$ cat config.mk
export PLATFORM = sky130hd
export DESIGN_NAME = spi_frame_sync_control
export DESIGN_NICKNAME = d
export VERILOG_FILES = /design/src/spi_frame_pkg.sv /design/src/sync2.sv /design/src/spi_frame_sync_control.sv
export SDC_FILE = /design/constraint.sdc
export NUM_CORES = 1
export LEC_CHECK = 0
export BUFFER_PORTS_ARGS = -buffer_cell sky130_fd_sc_hd__buf_2
export CORE_MARGIN = 3
export CORE_UTILIZATION = 58
export DETAILED_ROUTE_END_ITERATION = 7
export PLACE_DENSITY = 0.79
export REMOVE_ABC_BUFFERS = 1
export SETUP_SLACK_MARGIN = 0.2
export SYNTH_ARGS = -nofsm -noshare
export SYNTH_HDL_FRONTEND = slang
export SYNTH_HIERARCHICAL = 1
export SYNTH_SLANG_ARGS = --single-unit
$ cat constraint.sdc
create_clock -name clk -period 5.01 [get_ports clk]
set_input_delay 0.2505 -clock clk [delete_from_list [all_inputs] [get_ports clk]]
set_output_delay 0.2505 -clock clk [all_outputs]
set_load 0.005 [all_outputs]
$ cat src/spi_frame_pkg.sv
// Constants for the framed serial port control block
package spi_frame_pkg;
  localparam int unsigned CLK_HZ         = 25000000;
  localparam int unsigned DATA_W         = 32;
  localparam int unsigned ADDR_W         = 4;
  localparam int unsigned CHAR_BITS      = 8;
  localparam int unsigned BIT_CNT_W      = 3;
  localparam int unsigned FRM_CNT_W      = 6;
  localparam int unsigned BUF_DEPTH_STD  = 1;
  localparam int unsigned BUF_DEPTH_DEEP = 4;
  localparam int unsigned BUF_IDX_W      = 2;
  localparam int unsigned BUF_CNT_W      = 3;
  localparam int unsigned DIV_W          = 8;
  localparam logic [ADDR_W-1:0] CTRL_ADDR   = 4'h0;
  localparam logic [ADDR_W-1:0] DATA_ADDR   = 4'h4;
  localparam logic [ADDR_W-1:0] STATUS_ADDR = 4'h8;
  localparam logic [ADDR_W-1:0] DIV_ADDR    = 4'hc;
  localparam int unsigned FRAMED_MODE_ENABLE_BIT  = 31;
  localparam int unsigned FSDIR_BIT  = 30;
  localparam int unsigned FSPOL_BIT  = 29;
  localparam int unsigned AUTOSS_BIT = 28;
  localparam int unsigned PW_BIT     = 27;
  localparam int unsigned CNT_HI     = 26;
  localparam int unsigned CNT_LO     = 24;
  localparam int unsigned EDGE_BIT   = 17;
  localparam int unsigned DEEP_BIT   = 16;
  localparam int unsigned ON_BIT     = 15;
  localparam int unsigned CKE_BIT    = 8;
  localparam int unsigned CTRL_BIT   = 5;
  localparam logic [DATA_W-1:0] CTRL_WMASK  = 32'hff03_8120;
  localparam logic [DATA_W-1:0] CTRL_RESET  = 32'h0000_0000;
  localparam logic [DIV_W-1:0]  DIV_RESET   = 8'h01;
  localparam logic [2:0] CNT_MAX_CODE = 3'h5;
  typedef enum logic [1:0]
  {
    ST_IDLE  = 2'b00,
    ST_LEAD  = 2'b01,
    ST_SHIFT = 2'b10
  } link_state_t;
endpackage

$ cat src/sync2.sv
// Two-flop synchroniser for one level from outside the clock domain
`timescale 1ns/1ps
`default_nettype none
module sync2 (
  input  wire logic clk,
  input  wire logic rst_n,
  input  wire logic d,
  output var  logic q
);
  logic meta_r;
  always_ff @(posedge clk or negedge rst_n)
  begin
    if (!rst_n)
    begin
      meta_r <= 1'b0;
      q      <= 1'b0;
    end
    else
    begin
      meta_r <= d;
      q      <= meta_r;
    end
  end
endmodule
`default_nettype wire

$ cat src/spi_frame_sync_control.sv
// Framed serial port: control word, frame pulse logic and shifter
`timescale 1ns/1ps
`default_nettype none
module spi_frame_sync_control
  import spi_frame_pkg::*;
(
  input  wire logic                           clk,
  input  wire logic                           rst_n,
  input  wire logic [spi_frame_pkg::ADDR_W-1:0] addr,
  input  wire logic [spi_frame_pkg::DATA_W-1:0] wdata,
  input  wire logic                           wr_en,
  input  wire logic                           rd_en,
  output var  logic [spi_frame_pkg::DATA_W-1:0] rdata,
  output var  logic                           sck_out,
  output var  logic                           sck_oe,
  input  wire logic                           sck_in,
  output var  logic                           sdo,
  input  wire logic                           sdi,
  output var  logic                           select_pin_out,
  output var  logic                           select_pin_oe,
  input  wire logic                           select_pin_in
);
  import spi_frame_pkg::*;

  //////////////////////////////////////////////////////////////////////////
  // Control and data registers
  logic [DATA_W-1:0] ctrl_r;
  logic [DIV_W-1:0]  div_r;
  logic [CHAR_BITS-1:0] buf_r [BUF_DEPTH_DEEP];
  logic [BUF_IDX_W-1:0] wr_ptr_r;
  logic [BUF_IDX_W-1:0] rd_ptr_r;
  logic [BUF_CNT_W-1:0] buf_cnt_r;
  logic [CHAR_BITS-1:0] rx_data_r;
  logic                 rx_full_r;
  logic                 busy_r;

  wire logic on_w     = ctrl_r[ON_BIT];
  wire logic framed_w = ctrl_r[FRAMED_MODE_ENABLE_BIT];
  wire logic fs_in_w  = framed_w & ctrl_r[FSDIR_BIT];
  wire logic fs_pol_w = ctrl_r[FSPOL_BIT];
  wire logic ctrl_w   = ctrl_r[CTRL_BIT];
  wire logic slave_w  = framed_w ? fs_in_w : ~ctrl_w;
  wire logic [BUF_CNT_W-1:0] depth_w =
    ctrl_r[DEEP_BIT] ? BUF_CNT_W'(BUF_DEPTH_DEEP) : BUF_CNT_W'(BUF_DEPTH_STD);
  wire logic buf_push_w = wr_en && addr == DATA_ADDR && buf_cnt_r < depth_w;
  logic buf_pop_w;

  always_ff @(posedge clk or negedge rst_n)
  begin
    if (!rst_n)
      ctrl_r <= CTRL_RESET;
    else if (wr_en && addr == CTRL_ADDR)
    begin
      ctrl_r <= wdata & CTRL_WMASK;
      if (on_w)
        ctrl_r[DEEP_BIT] <= ctrl_r[DEEP_BIT];
      if (wdata[CNT_HI:CNT_LO] > CNT_MAX_CODE)
        ctrl_r[CNT_HI:CNT_LO] <= ctrl_r[CNT_HI:CNT_LO];
    end
  end

  always_ff @(posedge clk or negedge rst_n)
  begin
    if (!rst_n)
      div_r <= DIV_RESET;
    else if (wr_en && addr == DIV_ADDR && wdata[DIV_W-1:0] != '0)
      div_r <= wdata[DIV_W-1:0];
  end

  // Standard mode holds one character at a time; deep mode up to four
  always_ff @(posedge clk or negedge rst_n)
  begin
    if (!rst_n)
    begin
      wr_ptr_r  <= '0;
      rd_ptr_r  <= '0;
      buf_cnt_r <= '0;
    end
    else if (!on_w)
    begin
      wr_ptr_r  <= '0;
      rd_ptr_r  <= '0;
      buf_cnt_r <= '0;
    end
    else
    begin
      if (buf_push_w)
        wr_ptr_r <= wr_ptr_r + 1'b1;
      if (buf_pop_w)
        rd_ptr_r <= rd_ptr_r + 1'b1;
      buf_cnt_r <= buf_cnt_r + BUF_CNT_W'(buf_push_w) - BUF_CNT_W'(buf_pop_w);
    end
  end

  always_ff @(posedge clk)
  begin
    if (buf_push_w)
      buf_r[wr_ptr_r] <= wdata[CHAR_BITS-1:0];
  end

  always_ff @(posedge clk or negedge rst_n)
  begin
    if (!rst_n)
      rdata <= '0;
    else if (rd_en)
    begin
      unique case (addr)
        CTRL_ADDR:   rdata <= ctrl_r;
        DATA_ADDR:   rdata <= {24'h00_0000, rx_data_r};
        STATUS_ADDR: rdata <= {26'h000_0000, busy_r, rx_full_r, 1'b0, buf_cnt_r};
        DIV_ADDR:    rdata <= {24'h00_0000, div_r};
        default:     rdata <= '0;
      endcase
    end
    else
      rdata <= '0;
  end

  //////////////////////////////////////////////////////////////////////////
  // Pin synchronisers
  logic sck_s;
  logic sdi_s;
  logic fs_s;
  sync2 u_sync_sck (.clk(clk), .rst_n(rst_n), .d(sck_in),        .q(sck_s));
  sync2 u_sync_sdi (.clk(clk), .rst_n(rst_n), .d(sdi),           .q(sdi_s));
  sync2 u_sync_fs  (.clk(clk), .rst_n(rst_n), .d(select_pin_in), .q(fs_s));

  logic sck_s_d_r;
  logic fs_act_d_r;
  wire logic fs_act_w = fs_s ~^ fs_pol_w;
  // Ordinary select is active low when not framed
  wire logic ss_act_w = framed_w ? fs_act_w : ~fs_s;
  wire logic fs_start_w = fs_act_w & ~fs_act_d_r;
  always_ff @(posedge clk or negedge rst_n)
  begin
    if (!rst_n)
    begin
      sck_s_d_r  <= 1'b0;
      fs_act_d_r <= 1'b0;
    end
    else
    begin
      sck_s_d_r  <= sck_s;
      fs_act_d_r <= fs_act_w;
    end
  end
  wire logic ext_rise_w = sck_s & ~sck_s_d_r;
  wire logic ext_fall_w = ~sck_s & sck_s_d_r;

  //////////////////////////////////////////////////////////////////////////
  // Bit clock generator for controller mode
  logic [DIV_W-1:0] div_cnt_r;
  logic             tick_w;
  assign tick_w = div_cnt_r == '0;
  always_ff @(posedge clk or negedge rst_n)
  begin
    if (!rst_n)
      div_cnt_r <= '0;
    else if (tick_w)
      div_cnt_r <= div_r - 1'b1;
    else
      div_cnt_r <= div_cnt_r - 1'b1;
  end

  //////////////////////////////////////////////////////////////////////////
  // Link state machine
  link_state_t          state_r;
  logic [BIT_CNT_W-1:0] bit_cnt_r;
  logic [FRM_CNT_W-1:0] chr_cnt_r;
  logic [CHAR_BITS-1:0] tx_sh_r;
  logic [CHAR_BITS-1:0] rx_sh_r;
  logic                 sck_r;
  logic                 fs_out_r;
  logic                 ss_out_r;

  // Characters per pulse, one when not framed
  wire logic [FRM_CNT_W-1:0] chars_w = framed_w ?
    FRM_CNT_W'(1) << ctrl_r[CNT_HI:CNT_LO] : FRM_CNT_W'(1);
  wire logic last_chr_w = chr_cnt_r == chars_w - 1'b1;
  wire logic first_chr_w = chr_cnt_r == '0;
  wire logic have_tx_w = buf_cnt_r != '0;
  // Slave with framing waits for the pulse; without for select
  wire logic slave_go_w = framed_w ? fs_start_w : ss_act_w;
  wire logic sample_w = slave_w ? ext_rise_w : (tick_w & ~sck_r);
  wire logic shift_w  = slave_w ? ext_fall_w : (tick_w & sck_r);
  wire logic last_bit_w = bit_cnt_r == BIT_CNT_W'(CHAR_BITS - 1);

  assign buf_pop_w = on_w && have_tx_w &&
    ((state_r == ST_IDLE && (slave_w ? slave_go_w : (tick_w && !framed_w | ctrl_r[EDGE_BIT])))
     || (state_r == ST_SHIFT && shift_w && last_bit_w && !last_chr_w)
     || (state_r == ST_LEAD && tick_w && bit_cnt_r != '0));

  always_ff @(posedge clk or negedge rst_n)
  begin
    if (!rst_n)
    begin
      state_r   <= ST_IDLE;
      bit_cnt_r <= '0;
      chr_cnt_r <= '0;
      tx_sh_r   <= '0;
      rx_sh_r   <= '0;
      sck_r     <= 1'b0;
    end
    else if (!on_w)
    begin
      state_r   <= ST_IDLE;
      bit_cnt_r <= '0;
      chr_cnt_r <= '0;
      sck_r     <= 1'b0;
    end
    else
    begin
      unique case (state_r)
        ST_IDLE:
        begin
          chr_cnt_r <= '0;
          bit_cnt_r <= '0;
          if (slave_w && slave_go_w)
          begin
            state_r <= ST_SHIFT;
            tx_sh_r <= have_tx_w ? buf_r[rd_ptr_r] : '0;
          end
          else if (!slave_w && have_tx_w && tick_w)
          begin
            // Early pulse spends one bit period ahead of the clock
            if (framed_w && !ctrl_r[EDGE_BIT])
              state_r <= ST_LEAD;
            else
            begin
              state_r <= ST_SHIFT;
              tx_sh_r <= buf_r[rd_ptr_r];
            end
          end
        end
        ST_LEAD:
        begin
          // Two ticks, so the early pulse spans a whole bit period
          if (tick_w && bit_cnt_r == '0)
            bit_cnt_r <= bit_cnt_r + 1'b1;
          else if (tick_w)
          begin
            state_r   <= ST_SHIFT;
            bit_cnt_r <= '0;
            tx_sh_r   <= buf_r[rd_ptr_r];
          end
        end
        ST_SHIFT:
        begin
          if (!slave_w && tick_w)
            sck_r <= ~sck_r;
          if (sample_w)
            rx_sh_r <= {rx_sh_r[CHAR_BITS-2:0], sdi_s};
          if (shift_w)
          begin
            tx_sh_r   <= {tx_sh_r[CHAR_BITS-2:0], 1'b0};
            bit_cnt_r <= bit_cnt_r + 1'b1;
            if (last_bit_w)
            begin
              if (last_chr_w || (!slave_w && !have_tx_w) || (slave_w && !framed_w && !ss_act_w))
                state_r <= ST_IDLE;
              else
              begin
                chr_cnt_r <= chr_cnt_r + 1'b1;
                tx_sh_r   <= have_tx_w ? buf_r[rd_ptr_r] : '0;
              end
            end
          end
        end
        default: state_r <= ST_IDLE;
      endcase
    end
  end

  // Received character and status
  always_ff @(posedge clk or negedge rst_n)
  begin
    if (!rst_n)
    begin
      rx_data_r <= '0;
      rx_full_r <= 1'b0;
      busy_r    <= 1'b0;
    end
    else
    begin
      busy_r <= state_r != ST_IDLE;
      if (state_r == ST_SHIFT && shift_w && last_bit_w)
      begin
        rx_data_r <= rx_sh_r;
        rx_full_r <= 1'b1;
      end
      else if (rd_en && addr == DATA_ADDR)
        rx_full_r <= 1'b0;
    end
  end

  // Frame pulse and automatic select, registered
  always_ff @(posedge clk or negedge rst_n)
  begin
    if (!rst_n)
    begin
      fs_out_r <= 1'b0;
      ss_out_r <= 1'b0;
    end
    else
    begin
      fs_out_r <= 1'b0;
      if (state_r == ST_LEAD)
        fs_out_r <= 1'b1;
      else if (state_r == ST_SHIFT && first_chr_w)
      begin
        if (ctrl_r[PW_BIT])
          fs_out_r <= 1'b1;
        else if (ctrl_r[EDGE_BIT] && bit_cnt_r == '0)
          fs_out_r <= 1'b1;
      end
      ss_out_r <= state_r != ST_IDLE;
    end
  end

  //////////////////////////////////////////////////////////////////////////
  // Pin drive
  always_comb
  begin
    sck_out        = sck_r;
    sck_oe         = on_w & ~slave_w;
    sdo            = tx_sh_r[CHAR_BITS-1];
    select_pin_out = 1'b1;
    select_pin_oe  = 1'b0;
    if (on_w && framed_w && !fs_in_w)
    begin
      select_pin_out = fs_out_r ~^ fs_pol_w;
      select_pin_oe  = 1'b1;
    end
    else if (on_w && !framed_w && ctrl_w && ctrl_r[AUTOSS_BIT])
    begin
      select_pin_out = ss_out_r ~^ fs_pol_w;
      select_pin_oe  = 1'b1;
    end
  end
endmodule
`default_nettype wire

==> impl_metrics.tcl, run 1 <==
set metrics [dict create \
    outcome "complete, no violations" \
    yosys_warnings 6 \
    cts_inserted_buffers 17 \
    diodes 0 \
    synthDistinctLibCells 78 \
    layout_common_cells "dfrtp_1, nand2_1, buf_2" \
    final_area_um2 7660 \
    synth-edff-count 32 \
    synth-async-reset-ratio_pct 76.3 \
    clock_sinks 135 \
    power.static_leakage_nw 3.38 \
    min_period_over_period_pct 78.5 \
    min_to "ctrl_r[31]$_DFFE_PN0P_" \
    die_w_um 113 \
    drv_cap 0 \
    fillers 772 \
    whs_path_depth 2 \
    holdWs_ns 0.0700 \
    syn_area_per_cell_um2 11.5 \
    clock.fmax_ghz 0.254 \
    cts_tree "built" \
    grt_first_pass_wirelength_um 23600 \
    hp-class "in2reg" \
    clkTransAtPathRegs_ns 0.06 \
    power_density_nw_per_um2 430 \
    hpwlAfterDp_um 9970 \
    place.gp.congestion 0.885 \
    synth_top_area_share_pct 38.1 \
    synth_area_um2 6700 \
    arrival_ns 4.24 \
    synthTopCellsByArea "dfrtp_1, edfxtp_1, mux2_2" \
    critPathMaxFanout 8 \
    dr.first_iter.drc_count 343 \
    h-tree-depth 4 \
    drive_above_1_share_pct 23.1 \
    cts.path.max_buffers 2 \
    rrSetupSlack_ns 1.08 \
    path_cells "o31ai_2, inv_1, ha_1, xor2_1, xnor2_1, nand4_1, o2111ai_1, a31oi_1, and2_1, ha_1, inv_1, ha_1, inv_1, fa_1, xnor2_1, xnor2_1, and2_1" \
    dr.pass1.iters 5 \
    post_drt_wl_per_cell_um 17.8 \
    start_util_pct 60.5 \
    crit_path_top_delay_cell "dfrtp_1" \
    ir_drop_mv 0.361 \
    grt_busiest_layer "met2" \
    vias 4642 \
    startpoint_type "register" \
    wirelength_um 14100 \
    min-delay-start "wdata[31]" \
    vias_per_cell 5.85 \
    port_buffers 55 \
    maxSlewViolCount 0 \
    r2r_cells 17 \
    met1_usage_pct 30.4 \
    rr_startpoint "ctrl_r[26]$_DFFE_PN0P_" \
    placementRows 38 \
    nets 703 \
    cts_root_buf "clkbuf_16" \
    netlist_instances 581 \
    antenna_found_initial 0 \
    synth-seq-cells 135 \
    hold_viol_final 0 \
    core_um2 11100 \
    synth_ff_type "dfrtp_1" \
    grt_max_degree 61 \
    ioPinCount 80 \
    cp_top_family "adder cells" \
    cp-end-kind "register" \
    cts_setup_buffers 0 \
    layout_commonest_cell "dfrtp_1" \
    final_antenna_net_count 0 \
    slowest_delay_ns 0.46 \
    insertion_delay_ns 0.42 \
    use_met3_pct 6.74 \
    grt_pass1_vias 4839 \
    dieArea_um2 12900 \
    synth_largest_area_cell "dfrtp_1" \
    tns_ns 0 \
    crit_buf_inv 3 \
    fin_crit_ns 3.93 \
    rsz0062_at_grt "no" \
    setup_violations 0 \
    critPathKind "reg2reg" \
    placed_cell_area_um2 7040 \
    grt_use_met2_pct 38.5 \
    required_ns 5.32 \
    synth_seq_area_share_pct 52.8 \
    gr-total-overflow 0 \
    worst_slew_pin_slew_ns 0.964 \
    remaining_drc_errors 0 \
    relSlewSlack_pct 35.2 \
    fp.dieH_um 113 \
    syn_to_final_growth_pct 14.3 \
    r2r_end "buf_cnt_r[2]$_DFF_PN0_" \
    grt_usage_pct 23.6 \
    skew_ns 0.00688 \
]
where the power goes:
group | switching [mW] | total (mW) | internal (mW)
clock | 0.456 | 1.20 | 0.740
sequential | 0.130 | 1.37 | 1.24
combinational | 0.438 | 0.728 | 0.290
total | 1.02 | 3.30 | 2.27
registers in the layout, summed over array words and instances, names as in the netlist, 6 cells and up:
signal,count
tx_sh_r,8
rx_data_r,8
chr_cnt_r,6
div_cnt_r,8
rdata,20
rx_sh_r,8
buf_r,32
div_r,8
ctrl_r,13
layer usage:
layer | vias up | share of wire [%] | wire length [µm]
met5 | - | 0 | 0
met4 | 0 | 1.6 | 225
met3 | 24 | 5.6 | 797
met2 | 143 | 50 | 7000
met1 | 2283 | 43 | 6110
li1 | 2192 | - | -
cell families after synthesis:
| kind of cell | Yosys count | synth area share, % |
|---|---|---|
| other | 1 | 0.0560 |
| adder cells (fa/ha/maj) | 19 | 3.66 |
| multiplexers | 58 | 10.4 |
| AND/OR/NAND/NOR | 188 | 14.9 |
| flip-flops | 135 | 52.8 |
| XOR/XNOR | 17 | 2.33 |
| buffers and inverters | 55 | 3.87 |
| AO/OA/AOI/OAI | 108 | 11.9 |
Yosys cell counts, types with 7 or more instances:
cell        n
nand2_1    59
and2_1     24
clkbuf_1   12
a211oi_1    7
inv_1      24
o21ai_0    23
dfrtp_1   102
buf_4      13
a22oi_1    10
xnor2_1    10
mux2_2     33
ha_1       18
nand3_1    12
nor2_1     39
edfxtp_1   32
a21oi_1    20
mux2i_1    18
layout make-up:
cell class                      count  area, µm²  share of cell area, %
Sequential cell                   135       3540                   46.2
Clock inverter                     10       93.8                   1.23
Multi-Input combinational cell    402       2940                   38.4
Inverter                           24       90.1                   1.18
Tap cell                          140        175                   2.29
Timing Repair Buffer               61        333                   4.35
Clock buffer                       22        485                   6.34
per-stage QoR:
stage / instances / power (mW) / worst slack [ns] / util [%]
2_1_floorplan: 561 / 1.88 / 1.44 / -
3_3_place_gp: 758 / 2.06 / 1.22 / 63.5
3_5_place_dp: 758 / 2.10 / 1.09 / 63.5
4_1_cts: 794 / 3.30 / 1.07 / 69.1
5_1_grt: 794 / 3.45 / 0.736 / 69.1
6_report: 794 / 3.30 / 1.08 / 69.1
repair_timing:
item                                   in CTS  in global routing
endpoints found under the hold margin      46                  0
gates resized for setup                     0                  0
hold buffers                                4                  0
how the worst max path moves through the flow:
stage / start / end / slack, ns / depth (start not counted)
3_3_place_gp: ctrl_r[26]$_DFFE_PN0P_ / buf_cnt_r[2]$_DFF_PN0_ / 1.22 / 17
5_1_grt: ctrl_r[26]$_DFFE_PN0P_ / buf_cnt_r[2]$_DFF_PN0_ / 0.74 / 17
4_1_cts: ctrl_r[26]$_DFFE_PN0P_ / buf_cnt_r[2]$_DFF_PN0_ / 1.07 / 17
3_5_place_dp: ctrl_r[26]$_DFFE_PN0P_ / buf_cnt_r[2]$_DFF_PN0_ / 1.09 / 17
2_1_floorplan: ctrl_r[26]$_DFFE_PN0P_ / buf_cnt_r[2]$_DFF_PN0_ / 1.44 / 17
6_report: ctrl_r[26]$_DFFE_PN0P_ / buf_cnt_r[2]$_DFF_PN0_ / 1.08 / 17
Power figures use the tool's default switching activity.
==> inputs of run 2 (changes only) <==
- clock period: 5.01 -> 3.7 ns (I/O delays scaled with it)
==> run 2 against run 1 <==
Against the previous run:
- non-clock buffer count increased by 22
- sequential power increased by 35%
- design area increased by 3.4%
- sequential cell count unchanged
- register-to-register slack got worse by 0.88 ns
- die area unchanged
- via count increased by 3.5%
==> impl_metrics.tcl, run 2 (synthesis gave the netlist of run 1 again) <==
set metrics [dict create \
    tns_ns 0 \
    die_w_um 113 \
    syn_to_final_growth_pct 18.2 \
    clock_sinks 135 \
    holdWs_ns 0.0170 \
    fillers 750 \
    critPathMaxFanout 6 \
    hpwlAfterDp_um 10200 \
    power.static_leakage_nw 3.46 \
    required_ns 4.00 \
    h-tree-depth 4 \
    ioPinCount 80 \
    layout_common_cells "dfrtp_1, nand2_1, buf_2" \
    fin_crit_ns 3.50 \
    skew_ns 0.00690 \
    antenna_found_initial 0 \
    cts.path.max_buffers 2 \
    core_um2 11100 \
    layout_commonest_cell "dfrtp_1" \
    dr.pass1.iters 7 \
    hp-class "in2reg" \
    stdcell_count 816 \
    insertion_delay_ns 0.42 \
    cts_root_buf "clkbuf_16" \
    clock.fmax_ghz 0.286 \
    wirelength_um 15100 \
    clkTransAtPathRegs_ns 0.06 \
    fp.dieH_um 113 \
    largest-register "buf_r" \
    hold_viol_final 0 \
    largestRegisters "buf_r: 32 flops, rdata: 20 flops, ctrl_r: 13 flops" \
    grt_pass1_vias 4874 \
    nets 725 \
    cp-end-kind "register" \
    setup_violations 0 \
    gr-total-overflow 0 \
    post_drt_wl_per_cell_um 18.5 \
    maxSlewViolCount 0 \
    vias_per_cell 5.89 \
    vias 4806 \
    dieArea_um2 12900 \
    remaining_drc_errors 0 \
    relSlewSlack_pct 30.9 \
    pre_cts_ws_ns 0.0547 \
    diodes 0 \
    dr.first_iter.drc_count 408 \
    drv_cap 0 \
    critPathKind "reg2reg" \
    start_util_pct 60.5 \
    largest_reg_flops 32 \
    final.setup.worst_slack_ns 0.200 \
    final_antenna_net_count 0 \
    startpoint_type "register" \
    rsz0062_at_grt "yes" \
    arrival_ns 3.80 \
    dp_cells 765 \
    placementRows 38 \
    grt_max_degree 77 \
    cts_tree "built" \
    port_buffers 55 \
    min_period_over_period_pct 94.6 \
    drive_above_1_share_pct 26.8 \
    grt_usage_pct 24.3 \
    power_density_nw_per_um2 570 \
    cts_inserted_buffers 17 \
    outcome "complete, no violations" \
    place.gp.congestion 0.924 \
    worst_slew_pin_slew_ns 1.03 \
    grt_first_pass_wirelength_um 24400 \
    ir_drop_mv 0.496 \
]
==> run 2: final timing paths <==
check,cells after the start,start,end,slack [ns]
max,17,ctrl_r[26]$_DFFE_PN0P_,buf_cnt_r[2]$_DFF_PN0_,0.20
min,2,wdata[30],ctrl_r[30]$_DFFE_PN0P_,0.02
max reg2reg,17,ctrl_r[26]$_DFFE_PN0P_,buf_cnt_r[2]$_DFF_PN0_,0.20
min reg2reg,0,u_sync_sdi/meta_r$_DFF_PN0_,u_sync_sdi/q$_DFF_PN0_,0.35
max in group asynchronous,3,rst_n,tx_sh_r[1]$_DFFE_PN0P_,2.34
min in group asynchronous,2,rst_n,rdata[8]$_DFF_PN0_,0.44
==> run 2: area by class of cell <==
cell class / instances / area (µm²) / share of cell area [%]
Clock buffer: 22 / 464 / 5.86
Clock inverter: 10 / 98.8 / 1.25
Inverter: 24 / 90.1 / 1.14
Multi-Input combinational cell: 402 / 3030 / 38.3
Sequential cell: 135 / 3540 / 44.7
Tap cell: 140 / 175 / 2.21
Timing Repair Buffer: 83 / 519 / 6.56
==> run 2: power by group <==
group          switching [mW]  internal, mW
clock network           0.627         0.962
registers               0.167          1.68
logic                   0.640         0.439
==> run 2: stage by stage <==
| step | utilization, % | total power [mW] | area [µm²] |
|---|---|---|---|
| final | 71.5 | 4.52 | 7920 |
| after global routing | 71.5 | 4.73 | 7920 |
| after detailed placement | 64.0 | 2.87 | 7090 |
| after floorplan | - | 2.55 | 6570 |
| after global placement | 64.0 | 2.82 | 7090 |
| after CTS | 70.7 | 4.50 | 7830 |
==> run 2: critical path: stages, from the launching register on <==
cell       delay (ns)
dfrtp_2          0.45
o31ai_4          0.30
inv_2            0.07
ha_4             0.17
xor2_2           0.17
xnor2_1          0.22
nand4_1          0.21
o2111ai_2        0.27
a31oi_2          0.14
and2_4           0.17
ha_4             0.20
inv_2            0.06
ha_4             0.12
inv_2            0.03
fa_2             0.36
xnor2_2          0.15
xnor2_1          0.13
and2_1           0.17
==> run 2: per-layer routing <==
metal	wire, µm	up-vias	GRT usage (%)
met4	247	0	8.09
li1	-	2241	-
met3	872	22	5.99
met1	6300	2348	31.1
met5	0	-	0
met2	7650	195	40.8
==> run 2: repair_timing <==
action / 4_1_cts / 5_1_grt
pin swaps: 5 / 12
hold buffers: 11 / 0
gates resized for setup: 5 / 15
hold endpoints to repair: 84 / 0
setup buffers: 5 / 3
endpoints found under the setup margin: 1 / 1
==> inputs of run 3 (changes only) <==
- BUFFER_PORTS_ARGS: -buffer_cell sky130_fd_sc_hd__buf_2 -> not set
- CORE_UTILIZATION: 58 -> 64
- DONT_BUFFER_PORTS: not set -> 1
- PLACE_DENSITY: 0.79 -> 0.8
- REMOVE_ABC_BUFFERS: 1 -> not set
==> run 3 against run 2 <==
Against the previous run:
- the flow now finishes with violations (setup timing)
- non-clock buffer count decreased by 22
- combinational power increased by 22%
- largest cell class unchanged
- utilization increased by 9.5 points
- sequential cell count unchanged
- wire length increased by 17%
- sequential share of layout area decreased by 0.76 points
- clock skew increased by 0.0026 ns
==> impl_metrics.tcl, run 3 (synthesis gave the netlist of run 1 again) <==
set metrics [dict create \
    required_ns 4.12 \
    outcome "complete, but fails checks" \
    insertion_delay_ns 0.54 \
    final_antenna_net_count 0 \
    power.static_leakage_nw 3.42 \
    antenna_found_initial 0 \
    start_util_pct 67.3 \
    critPathMaxFanout 5 \
    dieArea_um2 11700 \
    ioPinCount 80 \
    layout_common_cells "dfrtp_1, nand2_1, nor2_1" \
    cp-end-kind "register" \
    min_period_over_period_pct 101 \
    cts_tree "built" \
    clkTransAtPathRegs_ns 0.06 \
    rrSetupSlack_ns -0.03 \
    crit_path_top_delay_cell "dfrtp_2" \
    largest_reg_flops 32 \
    dr.first_iter.drc_count 539 \
    power_density_nw_per_um2 610 \
    largestRegisters "buf_r: 32 flops, rdata: 20 flops, ctrl_r: 13 flops" \
    min_to "rdata[4]$_DFF_PN0_" \
    cts_root_buf "clkbuf_8" \
    fin_crit_ns 3.73 \
    hp-class "in2reg" \
    final.setup.worst_slack_ns -0.0328 \
    slowest_delay_ns 0.45 \
    gr-total-overflow 0 \
    crit_buf_inv 3 \
    h-tree-depth 4 \
    nets 703 \
    critPathKind "reg2reg" \
    dr.pass1.iters 6 \
    die_w_um 108 \
    cts.path.max_buffers 2 \
    dp_cells 702 \
    hold_viol_final 0 \
    placed_cell_area_um2 6810 \
    cp_top_family "adder cells" \
    setup_violations 4 \
    wirelength_um 17600 \
    clock_sinks 135 \
    core_um2 9950 \
    r2r_end "buf_cnt_r[2]$_DFF_PN0_" \
    syn_to_final_growth_pct 20.4 \
    vias_per_cell 6.39 \
    largest-register "buf_r" \
    path_cells "o31ai_4, inv_2, ha_4, xor2_4, xnor2_2, nand4_1, o2111ai_2, a31oi_2, and2_1, ha_1, inv_1, ha_2, inv_2, fa_2, xnor2_2, xnor2_1, and2_1" \
    relSlewSlack_pct 35.5 \
    worst_slew_pin_slew_ns 0.961 \
    arrival_ns 4.16 \
    vias 5026 \
    failed_checks "setup timing" \
    post_drt_wl_per_cell_um 22.4 \
    grt_pass1_vias 5101 \
    min-delay-start "addr[3]" \
    hpwlAfterDp_um 9860 \
    skew_ns 0.00949 \
    drv_cap 0 \
    clock.fmax_ghz 0.268 \
    placementRows 36 \
    final_area_um2 8060 \
    fp.dieH_um 108 \
    rr_startpoint "ctrl_r[26]$_DFFE_PN0P_" \
    ir_drop_mv 0.619 \
    whs_path_depth 3 \
    drive_above_1_share_pct 21.4 \
    stdcell_count 787 \
    r2r_cells 17 \
    place.gp.congestion 0.874 \
    maxSlewViolCount 0 \
    rsz0062_at_grt "yes" \
    grt_usage_pct 31.1 \
    grt_max_degree 104 \
    port_buffers 0 \
    layout_commonest_cell "dfrtp_1" \
    cts_inserted_buffers 17 \
    grt_first_pass_wirelength_um 27200 \
    startpoint_type "register" \
    remaining_drc_errors 0 \
]
==> run 3: changes by cell type in the layout (fill, tap and decap cells not counted), moves of 3 or more <==
cell | previous run | this run
dlygate4sd3_1 | 11 | 34
buf_2 | 54 | 0
clkbuf_8 | 2 | 5
buf_6 | 1 | 11
==> run 3: power by group <==
group | switching (mW) | internal, mW | total (mW)
Combinational | 0.745 | 0.578 | 1.32
Clock | 0.638 | 1.10 | 1.74
Sequential | 0.171 | 1.68 | 1.85
==> run 3: final cells by class <==
type                    instances  area, µm²
inverters                      24       90.1
clock inverters                 9        139
clock buffers                  22        473
multi-input cells             402       3040
diodes                          1       2.50
fillers                       520       1890
repair buffers                 61        604
well taps                     133        166
flip-flops and latches        135       3540
==> run 3: repair_timing <==
item,CTS,global route
hold buffers,35,0
pin swaps,2,17
hold endpoints to repair,180,0
endpoints found under the setup margin,1,16
resized for setup,6,26
buffers inserted,12,6
==> run 3: layer usage <==
layer	share of wire (%)	vias to the layer above	track usage [%]
li1	-	2189	-
met3	7.2	59	7.46
met1	37	2494	37.7
met4	3.5	0	15.4
met5	0	-	0
met2	52	284	52.2
==> run 3: worst max path at each step <==
| stage | from | end | slack (ns) | depth (start not counted) |
|---|---|---|---|---|
| 2_1_floorplan | ctrl_r[25]$_DFFE_PN0P_ | buf_cnt_r[2]$_DFF_PN0_ | 0.20 | 17 |
| 3_3_place_gp | ctrl_r[25]$_DFFE_PN0P_ | buf_cnt_r[2]$_DFF_PN0_ | 0.21 | 17 |
| 3_5_place_dp | ctrl_r[25]$_DFFE_PN0P_ | buf_cnt_r[2]$_DFF_PN0_ | 0.08 | 17 |
| 4_1_cts | ctrl_r[25]$_DFFE_PN0P_ | buf_cnt_r[2]$_DFF_PN0_ | 0.16 | 17 |
| 5_1_grt | ctrl_r[26]$_DFFE_PN0P_ | buf_cnt_r[2]$_DFF_PN0_ | -0.14 | 17 |
| 6_report | ctrl_r[26]$_DFFE_PN0P_ | buf_cnt_r[2]$_DFF_PN0_ | -0.03 | 17 |
==> run 3: through the flow <==
step           utilization (%)  setup WS [ns]  setup TNS (ns)  hold WS [ns]  power (mW)
2_1_floorplan                -          0.201               0        -0.111        2.59
3_3_place_gp              68.4          0.211               0        -0.108        2.76
3_5_place_dp              68.4         0.0755               0        -0.108        2.81
4_1_cts                   79.3          0.156               0      0.000224        4.71
5_1_grt                   81.0         -0.137          -0.644        0.0400        5.10
6_report                  81.0        -0.0328          -0.104        0.0187        4.92
==> run 3: worst reg2reg max path, delay by kind of cell, from the launching register on <==
| kind | cells | cell delay [ns] |
|---|---|---|
| AND/OR/NAND/NOR | 3 | 0.54 |
| buffers and inverters | 3 | 0.18 |
| flip-flops | 1 | 0.45 |
| adder cells (fa/ha/maj) | 4 | 1.00 |
| AO/OA/AOI/OAI | 3 | 0.74 |
| XOR/XNOR | 4 | 0.69 |
